<file path="src/verilog/gpc_pkg.sv">
`default_nettype none
package gpc_pkg;
  // ************************************************************
  // bus layout
  // ************************************************************
  localparam int GPC_ADDR_W = 4;
  localparam int GPC_WORD_W = 32;
  localparam int GPC_IDX_LSB = 2;
  localparam int GPC_IDX_W = 2;
  localparam logic [1:0] GPC_ALIGN_OK = 2'h0;
  localparam logic [GPC_IDX_W-1:0] GPC_IDX_DATA = 2'h0;
  localparam logic [GPC_IDX_W-1:0] GPC_IDX_DIR = 2'h1;
  localparam logic [GPC_IDX_W-1:0] GPC_IDX_OPT = 2'h2;
  localparam logic [GPC_IDX_W-1:0] GPC_IDX_SENS = 2'h3;
  localparam int GPC_LANE0 = 0;

  // ************************************************************
  // reset values and fields
  // ************************************************************
  localparam logic GPC_RST_BIT = 1'b0;
  localparam int GPC_NUM_GROUPS = 2;
  localparam int GPC_SENS_W = 2;
  localparam int GPC_SENS_REG_W = GPC_NUM_GROUPS * GPC_SENS_W;

  // ************************************************************
  // interrupt sensitivity codes
  // ************************************************************
  localparam logic [GPC_SENS_W-1:0] GPC_SENS_FALL_LOW = 2'h0;
  localparam logic [GPC_SENS_W-1:0] GPC_SENS_RISE = 2'h1;
  localparam logic [GPC_SENS_W-1:0] GPC_SENS_FALL = 2'h2;
  localparam logic [GPC_SENS_W-1:0] GPC_SENS_BOTH = 2'h3;

  // ************************************************************
  // bus slave states
  // ************************************************************
  typedef enum logic [1:0] {
    GPC_BUS_IDLE = 2'b01,
    GPC_BUS_ACK = 2'b10
  } gpc_bus_state_t;
endpackage
`default_nettype wire

</file>
<file path="src/verilog/gpc_port.sv">
// How it works
// Up to eight pins; bit X of every register serves pin X only. The sensitivity register instead holds two bits per group.
// Data and direction always present; option register a build parameter.
// Direction 0 makes an input; data reads return the synced pin level.
// Data writes on input pins only update the latch, pin unchanged.
// Direction 1 drives the latch onto the pin; reads return the latch.
// Input: option 0 floating, option 1 pull-up or interrupt input.
// Output: option 0 open-drain, option 1 push-pull.
// Interrupt inputs raise requests with the group's programmed sensitivity.
// Enabled pins of one group are ANDed; one low pin masks others.
// Output pins never produce interrupt requests.
// Peripheral claim overrides data, direction and option settings.
// Peripheral output forces output mode, push-pull or open-drain.
// Peripheral input pins need input mode; level still readable.
// Software keeps shared peripheral pins floating, not pulled up.
// Software never claims a pin set as interrupt input.
// Software writes data before switching a pin to output.
// Software follows safe mode transitions on interrupt pins.
// Reset clears data, direction and option registers.
// Option bits of absent pins read 1, also at reset.
// Sensitivity: falling and low, rising, falling, or both edges.
// Pin levels pass a two-stage synchroniser before any use.
//
// Local design decisions: register access over Avalon-MM and the register addresses.
`timescale 1ns/1ps
`default_nettype none
module gpc_port #(
  parameter int NUM_PINS = 8,
  parameter bit HAS_OPT = 1'b1,
  parameter logic [NUM_PINS-1:0] PRESENT_MASK = {NUM_PINS{1'b1}},
  parameter logic [NUM_PINS-1:0] PULLUP_MASK = {NUM_PINS{1'b1}},
  parameter logic [NUM_PINS-1:0] IRQ_MASK = {NUM_PINS{1'b1}},
  parameter logic [gpc_pkg::GPC_NUM_GROUPS-1:0][NUM_PINS-1:0] GROUP_MASK =
    {{(NUM_PINS/2){1'b1}}, {(NUM_PINS-NUM_PINS/2){1'b0}},
     {(NUM_PINS/2){1'b0}}, {(NUM_PINS-NUM_PINS/2){1'b1}}}
) (
  input wire logic ref_clk_i,
  input wire logic rst_i,
  input wire logic [gpc_pkg::GPC_ADDR_W-1:0] avs_address_i,
  input wire logic avs_read_i,
  input wire logic avs_write_i,
  input wire logic [gpc_pkg::GPC_WORD_W-1:0] avs_writedata_i,
  input wire logic [3:0] avs_byteenable_i,
  output logic [gpc_pkg::GPC_WORD_W-1:0] avs_readdata_o,
  output logic avs_waitrequest_o,
  input wire logic cpu_int_masked_i,
  input wire logic [NUM_PINS-1:0] pin_i,
  output logic [NUM_PINS-1:0] pin_o,
  output logic [NUM_PINS-1:0] pin_oe_o,
  output logic [NUM_PINS-1:0] pin_pu_o,
  input wire logic [NUM_PINS-1:0] alt_en_i,
  input wire logic [NUM_PINS-1:0] alt_oe_i,
  input wire logic [NUM_PINS-1:0] alt_out_i,
  input wire logic [NUM_PINS-1:0] alt_od_i,
  output logic [NUM_PINS-1:0] alt_in_o,
  output logic [gpc_pkg::GPC_NUM_GROUPS-1:0] ext_irq_o
);
  // ************************************************************
  // bus slave
  // ************************************************************
  gpc_pkg::gpc_bus_state_t bus_state, next_bus_state;
  logic req, aligned, wr_take;
  logic [gpc_pkg::GPC_IDX_W-1:0] idx;
  logic [NUM_PINS-1:0] data_latch, dir, opt_q, opt_eff, opt_rd, data_rd;
  logic [gpc_pkg::GPC_SENS_REG_W-1:0] sens;
  logic [NUM_PINS-1:0] pin_meta, pin_sync, irq_en;
  logic [gpc_pkg::GPC_WORD_W-1:0] rd_word;

  assign req = avs_read_i | avs_write_i;
  assign aligned = (avs_address_i[1:0] == gpc_pkg::GPC_ALIGN_OK);
  assign idx = avs_address_i[gpc_pkg::GPC_IDX_LSB +: gpc_pkg::GPC_IDX_W];
  assign avs_waitrequest_o = req & (bus_state != gpc_pkg::GPC_BUS_ACK);
  assign wr_take = avs_write_i & (bus_state == gpc_pkg::GPC_BUS_ACK) &
                   avs_byteenable_i[gpc_pkg::GPC_LANE0] & aligned;

  always_comb begin
    next_bus_state = bus_state;
    unique case (bus_state)
      gpc_pkg::GPC_BUS_IDLE: begin
        if (req) begin
          next_bus_state = gpc_pkg::GPC_BUS_ACK;
        end
      end
      gpc_pkg::GPC_BUS_ACK: begin
        next_bus_state = gpc_pkg::GPC_BUS_IDLE;
      end
    endcase
  end

  always_ff @(posedge ref_clk_i) begin
    if (rst_i) begin
      bus_state <= gpc_pkg::GPC_BUS_IDLE;
    end else begin
      bus_state <= next_bus_state;
    end
  end

  // ************************************************************
  // port registers
  // ************************************************************
  // cleared at reset
  always_ff @(posedge ref_clk_i) begin
    if (rst_i) begin
      data_latch <= {NUM_PINS{gpc_pkg::GPC_RST_BIT}};
    end else if (wr_take && idx == gpc_pkg::GPC_IDX_DATA) begin
      // latch always written
      data_latch <= avs_writedata_i[NUM_PINS-1:0];
    end
  end

  always_ff @(posedge ref_clk_i) begin
    if (rst_i) begin
      dir <= {NUM_PINS{gpc_pkg::GPC_RST_BIT}};
    end else if (wr_take && idx == gpc_pkg::GPC_IDX_DIR) begin
      dir <= avs_writedata_i[NUM_PINS-1:0];
    end
  end

  // absent pins forced high
  always_ff @(posedge ref_clk_i) begin
    if (rst_i) begin
      opt_q <= {NUM_PINS{gpc_pkg::GPC_RST_BIT}} | ~PRESENT_MASK;
    end else if (wr_take && idx == gpc_pkg::GPC_IDX_OPT) begin
      opt_q <= avs_writedata_i[NUM_PINS-1:0] | ~PRESENT_MASK;
    end
  end

  // sensitivity only changes while cpu interrupts are masked
  always_ff @(posedge ref_clk_i) begin
    if (rst_i) begin
      sens <= {gpc_pkg::GPC_SENS_REG_W{gpc_pkg::GPC_RST_BIT}};
    end else if (wr_take && idx == gpc_pkg::GPC_IDX_SENS &&
                 cpu_int_masked_i) begin
      sens <= avs_writedata_i[gpc_pkg::GPC_SENS_REG_W-1:0];
    end
  end

  // option register optional
  // absent pins read 1 but act as option 0: floating input or open-drain output
  assign opt_eff = HAS_OPT ? (opt_q & PRESENT_MASK) : {NUM_PINS{1'b0}};
  assign opt_rd = HAS_OPT ? opt_q : {NUM_PINS{1'b0}};
  // input reads pin, output reads latch
  assign data_rd = (dir & data_latch) | (~dir & pin_sync);

  always_comb begin
    rd_word = {gpc_pkg::GPC_WORD_W{1'b0}};
    if (aligned) begin
      unique case (idx)
        gpc_pkg::GPC_IDX_DATA: rd_word[NUM_PINS-1:0] = data_rd;
        gpc_pkg::GPC_IDX_DIR: rd_word[NUM_PINS-1:0] = dir;
        gpc_pkg::GPC_IDX_OPT: rd_word[NUM_PINS-1:0] = opt_rd;
        gpc_pkg::GPC_IDX_SENS: rd_word[gpc_pkg::GPC_SENS_REG_W-1:0] = sens;
      endcase
    end
  end

  always_ff @(posedge ref_clk_i) begin
    if (rst_i) begin
      avs_readdata_o <= {gpc_pkg::GPC_WORD_W{1'b0}};
    end else if (avs_read_i && bus_state == gpc_pkg::GPC_BUS_IDLE) begin
      avs_readdata_o <= rd_word;
    end
  end

  // ************************************************************
  // pin synchroniser
  // ************************************************************
  // two stages
  always_ff @(posedge ref_clk_i) begin
    if (rst_i) begin
      pin_meta <= {NUM_PINS{1'b0}};
      pin_sync <= {NUM_PINS{1'b0}};
    end else begin
      pin_meta <= pin_i;
      pin_sync <= pin_meta;
    end
  end

  // peripheral sees the pin level
  assign alt_in_o = pin_sync;

  // ************************************************************
  // per-pin drivers
  // ************************************************************
  // one slice per pin
  for (genvar i = 0; i < NUM_PINS; i++) begin : g_pin
    logic drive, push_pull, value;
    always_comb begin
      drive = 1'b0;
      push_pull = 1'b0;
      value = 1'b0;
      pin_pu_o[i] = 1'b0;
      // peripheral overrides, forced output
      if (alt_en_i[i] && alt_oe_i[i]) begin
        drive = 1'b1;
        push_pull = ~alt_od_i[i];
        value = alt_out_i[i];
      end else if (alt_en_i[i]) begin
        drive = 1'b0;
      end else if (dir[i]) begin
        // option picks drive style
        drive = 1'b1;
        push_pull = opt_eff[i];
        value = data_latch[i];
      end else begin
        // pull-up where present
        pin_pu_o[i] = opt_eff[i] & PULLUP_MASK[i];
      end
    end
    assign pin_o[i] = push_pull & value;
    assign pin_oe_o[i] = drive & (push_pull | ~value);
  end

  // output pins excluded, option 1 on capable pins
  assign irq_en = IRQ_MASK & ~dir & opt_eff & ~alt_en_i;

  // ************************************************************
  // interrupt groups
  // ************************************************************
  logic [gpc_pkg::GPC_NUM_GROUPS-1:0] grp_lvl, grp_prev, grp_any, next_irq;

  for (genvar g = 0; g < gpc_pkg::GPC_NUM_GROUPS; g++) begin : g_grp
    logic [NUM_PINS-1:0] en;
    logic [gpc_pkg::GPC_SENS_W-1:0] mode;
    assign en = irq_en & GROUP_MASK[g];
    assign mode = sens[g*gpc_pkg::GPC_SENS_W +: gpc_pkg::GPC_SENS_W];
    assign grp_any[g] = |en;
    // enabled pins ANDed
    assign grp_lvl[g] = &(pin_sync | ~en);
    // sensitivity decode
    always_comb begin
      next_irq[g] = 1'b0;
      unique case (mode)
        gpc_pkg::GPC_SENS_FALL_LOW: next_irq[g] = ~grp_lvl[g];
        gpc_pkg::GPC_SENS_RISE: next_irq[g] = grp_lvl[g] & ~grp_prev[g];
        gpc_pkg::GPC_SENS_FALL: next_irq[g] = ~grp_lvl[g] & grp_prev[g];
        gpc_pkg::GPC_SENS_BOTH: next_irq[g] = grp_lvl[g] ^ grp_prev[g];
      endcase
    end
  end

  always_ff @(posedge ref_clk_i) begin
    if (rst_i) begin
      grp_prev <= {gpc_pkg::GPC_NUM_GROUPS{1'b1}};
      ext_irq_o <= {gpc_pkg::GPC_NUM_GROUPS{1'b0}};
    end else begin
      grp_prev <= grp_lvl;
      ext_irq_o <= next_irq & grp_any;
    end
  end
endmodule
`default_nettype wire

</file>
<file path="config.mk">
export PLATFORM = sky130hd
export DESIGN_NAME = gpc_port
export DESIGN_NICKNAME = d
export VERILOG_FILES = /design/src/verilog/gpc_pkg.sv /design/src/verilog/gpc_port.sv
export SDC_FILE = /design/constraint.sdc
export NUM_CORES = 1
export LEC_CHECK = 0
export ABC_AREA = 1
export CORE_MARGIN = 2
export CORE_UTILIZATION = 50
export DETAILED_ROUTE_END_ITERATION = 10
export DONT_BUFFER_PORTS = 1
export PLACE_DENSITY = 0.76
export SLEW_MARGIN = 20
export SYNTH_ARGS = -nofsm -noshare
export SYNTH_HDL_FRONTEND = slang
export SYNTH_SLANG_ARGS = --single-unit
</file>
<file path="constraint.sdc">
create_clock -name ref_clk_i -period 2.2 [get_ports ref_clk_i]
set_input_delay 0.22 -clock ref_clk_i [delete_from_list [all_inputs] [get_ports ref_clk_i]]
set_output_delay 0.22 -clock ref_clk_i [all_outputs]
set_load 0.02 [all_outputs]
</file>
==> flow_metrics.env <==
export IMPL_synth_cell_types=28
export IMPL_max_stage_delay_ns=0.54
export IMPL_crit_cells=4
export IMPL_cts_root_buf="clkbuf_8"
export IMPL_grt_usage_pct=21.2
export IMPL_rows=28
export IMPL_fillers=587
export IMPL_cts_sinks=58
export IMPL_drc=0
export IMPL_drive_gt1_share_pct=6.05
export IMPL_wl_um=7470
export IMPL_dp_slack_ns=0.462
export IMPL_cts_inserted_buffers=9
export IMPL_fmax_mhz=554
export IMPL_critical_path_cell_chain="inv_1 > nor2_1 > a21oi_1 > nor3_1"
export IMPL_start_kind="flip-flop"
export IMPL_cp_slowest_cell="nor3_1"
export IMPL_grt_pass1_wl_um=11900
export IMPL_io_buffers=0
export IMPL_required_ns=1.98
export IMPL_maxSlewHeadroom_pct=41.0
export IMPL_grt_max_degree=32
export IMPL_finalCritPeriodShare_pct=82.1
export IMPL_yosysSeqAreaShare_pct=36.7
export IMPL_grt_overflow=0
export IMPL_syn_cell_area_mm2=0.00316
export IMPL_setup_tns_final_ns=0
export IMPL_core_mm2=0.00603
export IMPL_power_density_mw_per_mm2=644
export IMPL_yosys_area_share_adder_pct=1.58
export IMPL_layout_setup_ws_ns=0.394
export IMPL_place_gp_congestion=0.844
export IMPL_die_area_mm2=0.00698
export IMPL_avgRoutedWirePerCell_um=13.1
export IMPL_rr_worst_depth=9
export IMPL_worst_pin_slew_ns=0.884
export IMPL_cp_max_fo=3
export IMPL_min_path_type="in -> reg"
export IMPL_outcome="finished, final reports clean"
export IMPL_clock_latency_ns=0.34
export IMPL_ys_warn_count=0
export IMPL_cts_max_path_buffers=2
export IMPL_io_pins=152
export IMPL_dp_hpwl_um=5570
export IMPL_cpLargestDelayFamily="simple AND/OR/NAND/NOR gates"
export IMPL_synth_top_family_by_area="simple AND/OR/NAND/NOR gates"
export IMPL_crit_type="reg -> out"
export IMPL_netlist_instances=479
export IMPL_synth_compound_area_share_pct=18.5
export IMPL_via_count=2924
export IMPL_synthArstFlopShare_pct=0
export IMPL_fp_dieW_um=83.5
export IMPL_synth_seq_cells=58
export IMPL_antennaDiodeCount=0
export IMPL_dr_pass1_iters=5
export IMPL_rsz0062_at_grt="no"
export IMPL_finalHoldViolations=0
export IMPL_peakVddDrop_v=0.000646
export IMPL_tritoncts="done"
export IMPL_ys_top_cells_by_area="dfxtp_1, inv_1, nand2_1"
export IMPL_p_leak_nw=1.59
export IMPL_syn_to_final_growth_pct=7.52
export IMPL_viasPerCell=5.12
export IMPL_avgSynthCellArea_um2=6.60
export IMPL_initial_core_util_pct=52.5
export IMPL_ys_flop_type="dfxtp_1"
export IMPL_crit_path_end_kind="primary output"
export IMPL_h_tree_depth=3
export IMPL_path_buf_inv=1
export IMPL_critPathArrivalTime_ns=1.59
export IMPL_synthMuxAreaShare_pct=0
export IMPL_synth_edff_count=0
export IMPL_drt_iter0_markers=210
export IMPL_netlist_area_leader_share_pct=36.7
export IMPL_synth_xor_xnor_area_share_pct=0
export IMPL_synthSimpleGateAreaFrac_pct=24.9
export IMPL_setup_viol_count_final=0
export IMPL_yosys_area_top_type="dfxtp_1"
export IMPL_nets=580
export IMPL_cts_clk_slew_worst_paths_ns=0.07
export IMPL_grt_pass1_vias=2598
export IMPL_fin_crit_ns=1.81
export IMPL_maxCapViolCount=0
export IMPL_hold_path_depth=2
export IMPL_detail_route_antenna_nets=0
export IMPL_grt_antenna_before_repair=0
export IMPL_slew_viol_final=0
export IMPL_die_h_um=83.5
export IMPL_skew_ns=0.00719
sequential cells by signal, summed over array words and instances (netlist names), 4 cells and up:
| register | count |
|---|---|
| avs_readdata_o | 8 |
| opt_eff | 8 |
| sens | 4 |
| alt_in_o | 8 |
| dir | 8 |
| data_latch | 8 |
| pin_meta | 8 |
per-stage QoR:
step | hold slack [ns] | total power, mW | instances | util [%] | cell area, um^2
floorplan | 0.327 | 1.30 | 502 | - | 3250
global placement | 0.293 | 1.29 | 546 | 51.9 | 3130
detailed placement | 0.294 | 1.29 | 546 | 51.9 | 3130
CTS | 0.00588 | 2.20 | 571 | 56.4 | 3400
global route | 0.0183 | 2.27 | 571 | 56.4 | 3400
finish | 0.0148 | 2.19 | 571 | 56.4 | 3400
metal layers:
metal  GRT usage (%)  vias up  share of wire (%)
li1                -     1494                  -
met3            7.22        8                 11
met4            7.48        0                1.0
met5               0        -                  0
met1            26.4     1298                 43
met2            34.3      124                 45
placed cells by master, fill, tap and decap left out, drive strengths merged:
cell         count
nor4             1
conb            24
o21ai           54
buf              2
ha               4
clkbuf          14
a31oi            1
nand3           17
dfxtp           58
nor2            68
inv             92
nand4            7
o211ai           4
dlygate4sd3      9
nor3            10
clkinv           2
nand2           76
a21oi           52
a21boi           1
power breakdown:
group          internal (mW)  leakage [nW]  switching (mW)
Clock                  0.498        0.0965           0.403
Combinational         0.0542          1.02           0.146
Sequential              1.07         0.471          0.0182
logic make-up (layout without fill, tap and decap cells):
logic type | count (synthesis) | after routing
AO/OA/AOI/OAI | 112 | 112
flip-flops | 58 | 58
buffers and inverters | 125 | 119
adder cells (fa/ha/maj) | 4 | 4
AND/OR/NAND/NOR | 179 | 179
other | 1 | 24
path summary, 6_finish.rpt:
kind	slack (ns)	start	to
max	0.39	opt_eff[3]	pin_o[3]
min	0.01	avs_writedata_i[1]	sens[1]
max reg2reg	0.42	alt_in_o[2]	ext_irq_o[0]
min reg2reg	0.40	pin_meta[6]	alt_in_o[6]
layout make-up:
cell class                      count  area [um^2]  share of cell area (%)
Multi-Input combinational cell    319         1510                    44.5
Sequential cell                    58         1160                    34.1
Inverter                           92          345                    10.2
Clock buffer                       14          173                    5.08
Timing Repair Buffer               11          105                    3.09
Tap cell                           75         93.8                    2.76
Clock inverter                      2         10.0                   0.294
worst register-to-register path: stages, from the launching register on:
cell     delay [ns]
dfxtp_1        0.49
inv_1          0.10
nand3_1        0.10
nand2_1        0.07
nor2_1         0.18
inv_1          0.09
ha_1           0.29
o21ai_0        0.16
nand3_1        0.09
a21oi_1        0.15
timing repair:
item,4_1_cts,5_1_grt
hold buffers,9,0
setup buffers,0,0
hold endpoints to repair,26,0
gates resized for setup,0,0
synthesized netlist by cell type, drive strengths merged (4+ instances only):
cell type / instances
inv: 92
nand2: 76
nor2: 68
dfxtp: 58
o21ai: 54
a21oi: 52
buf: 27
nand3: 17
nor3: 10
nand4: 7
clkbuf: 6
ha: 4
o211ai: 4
Power figures use the tool's default switching activity.
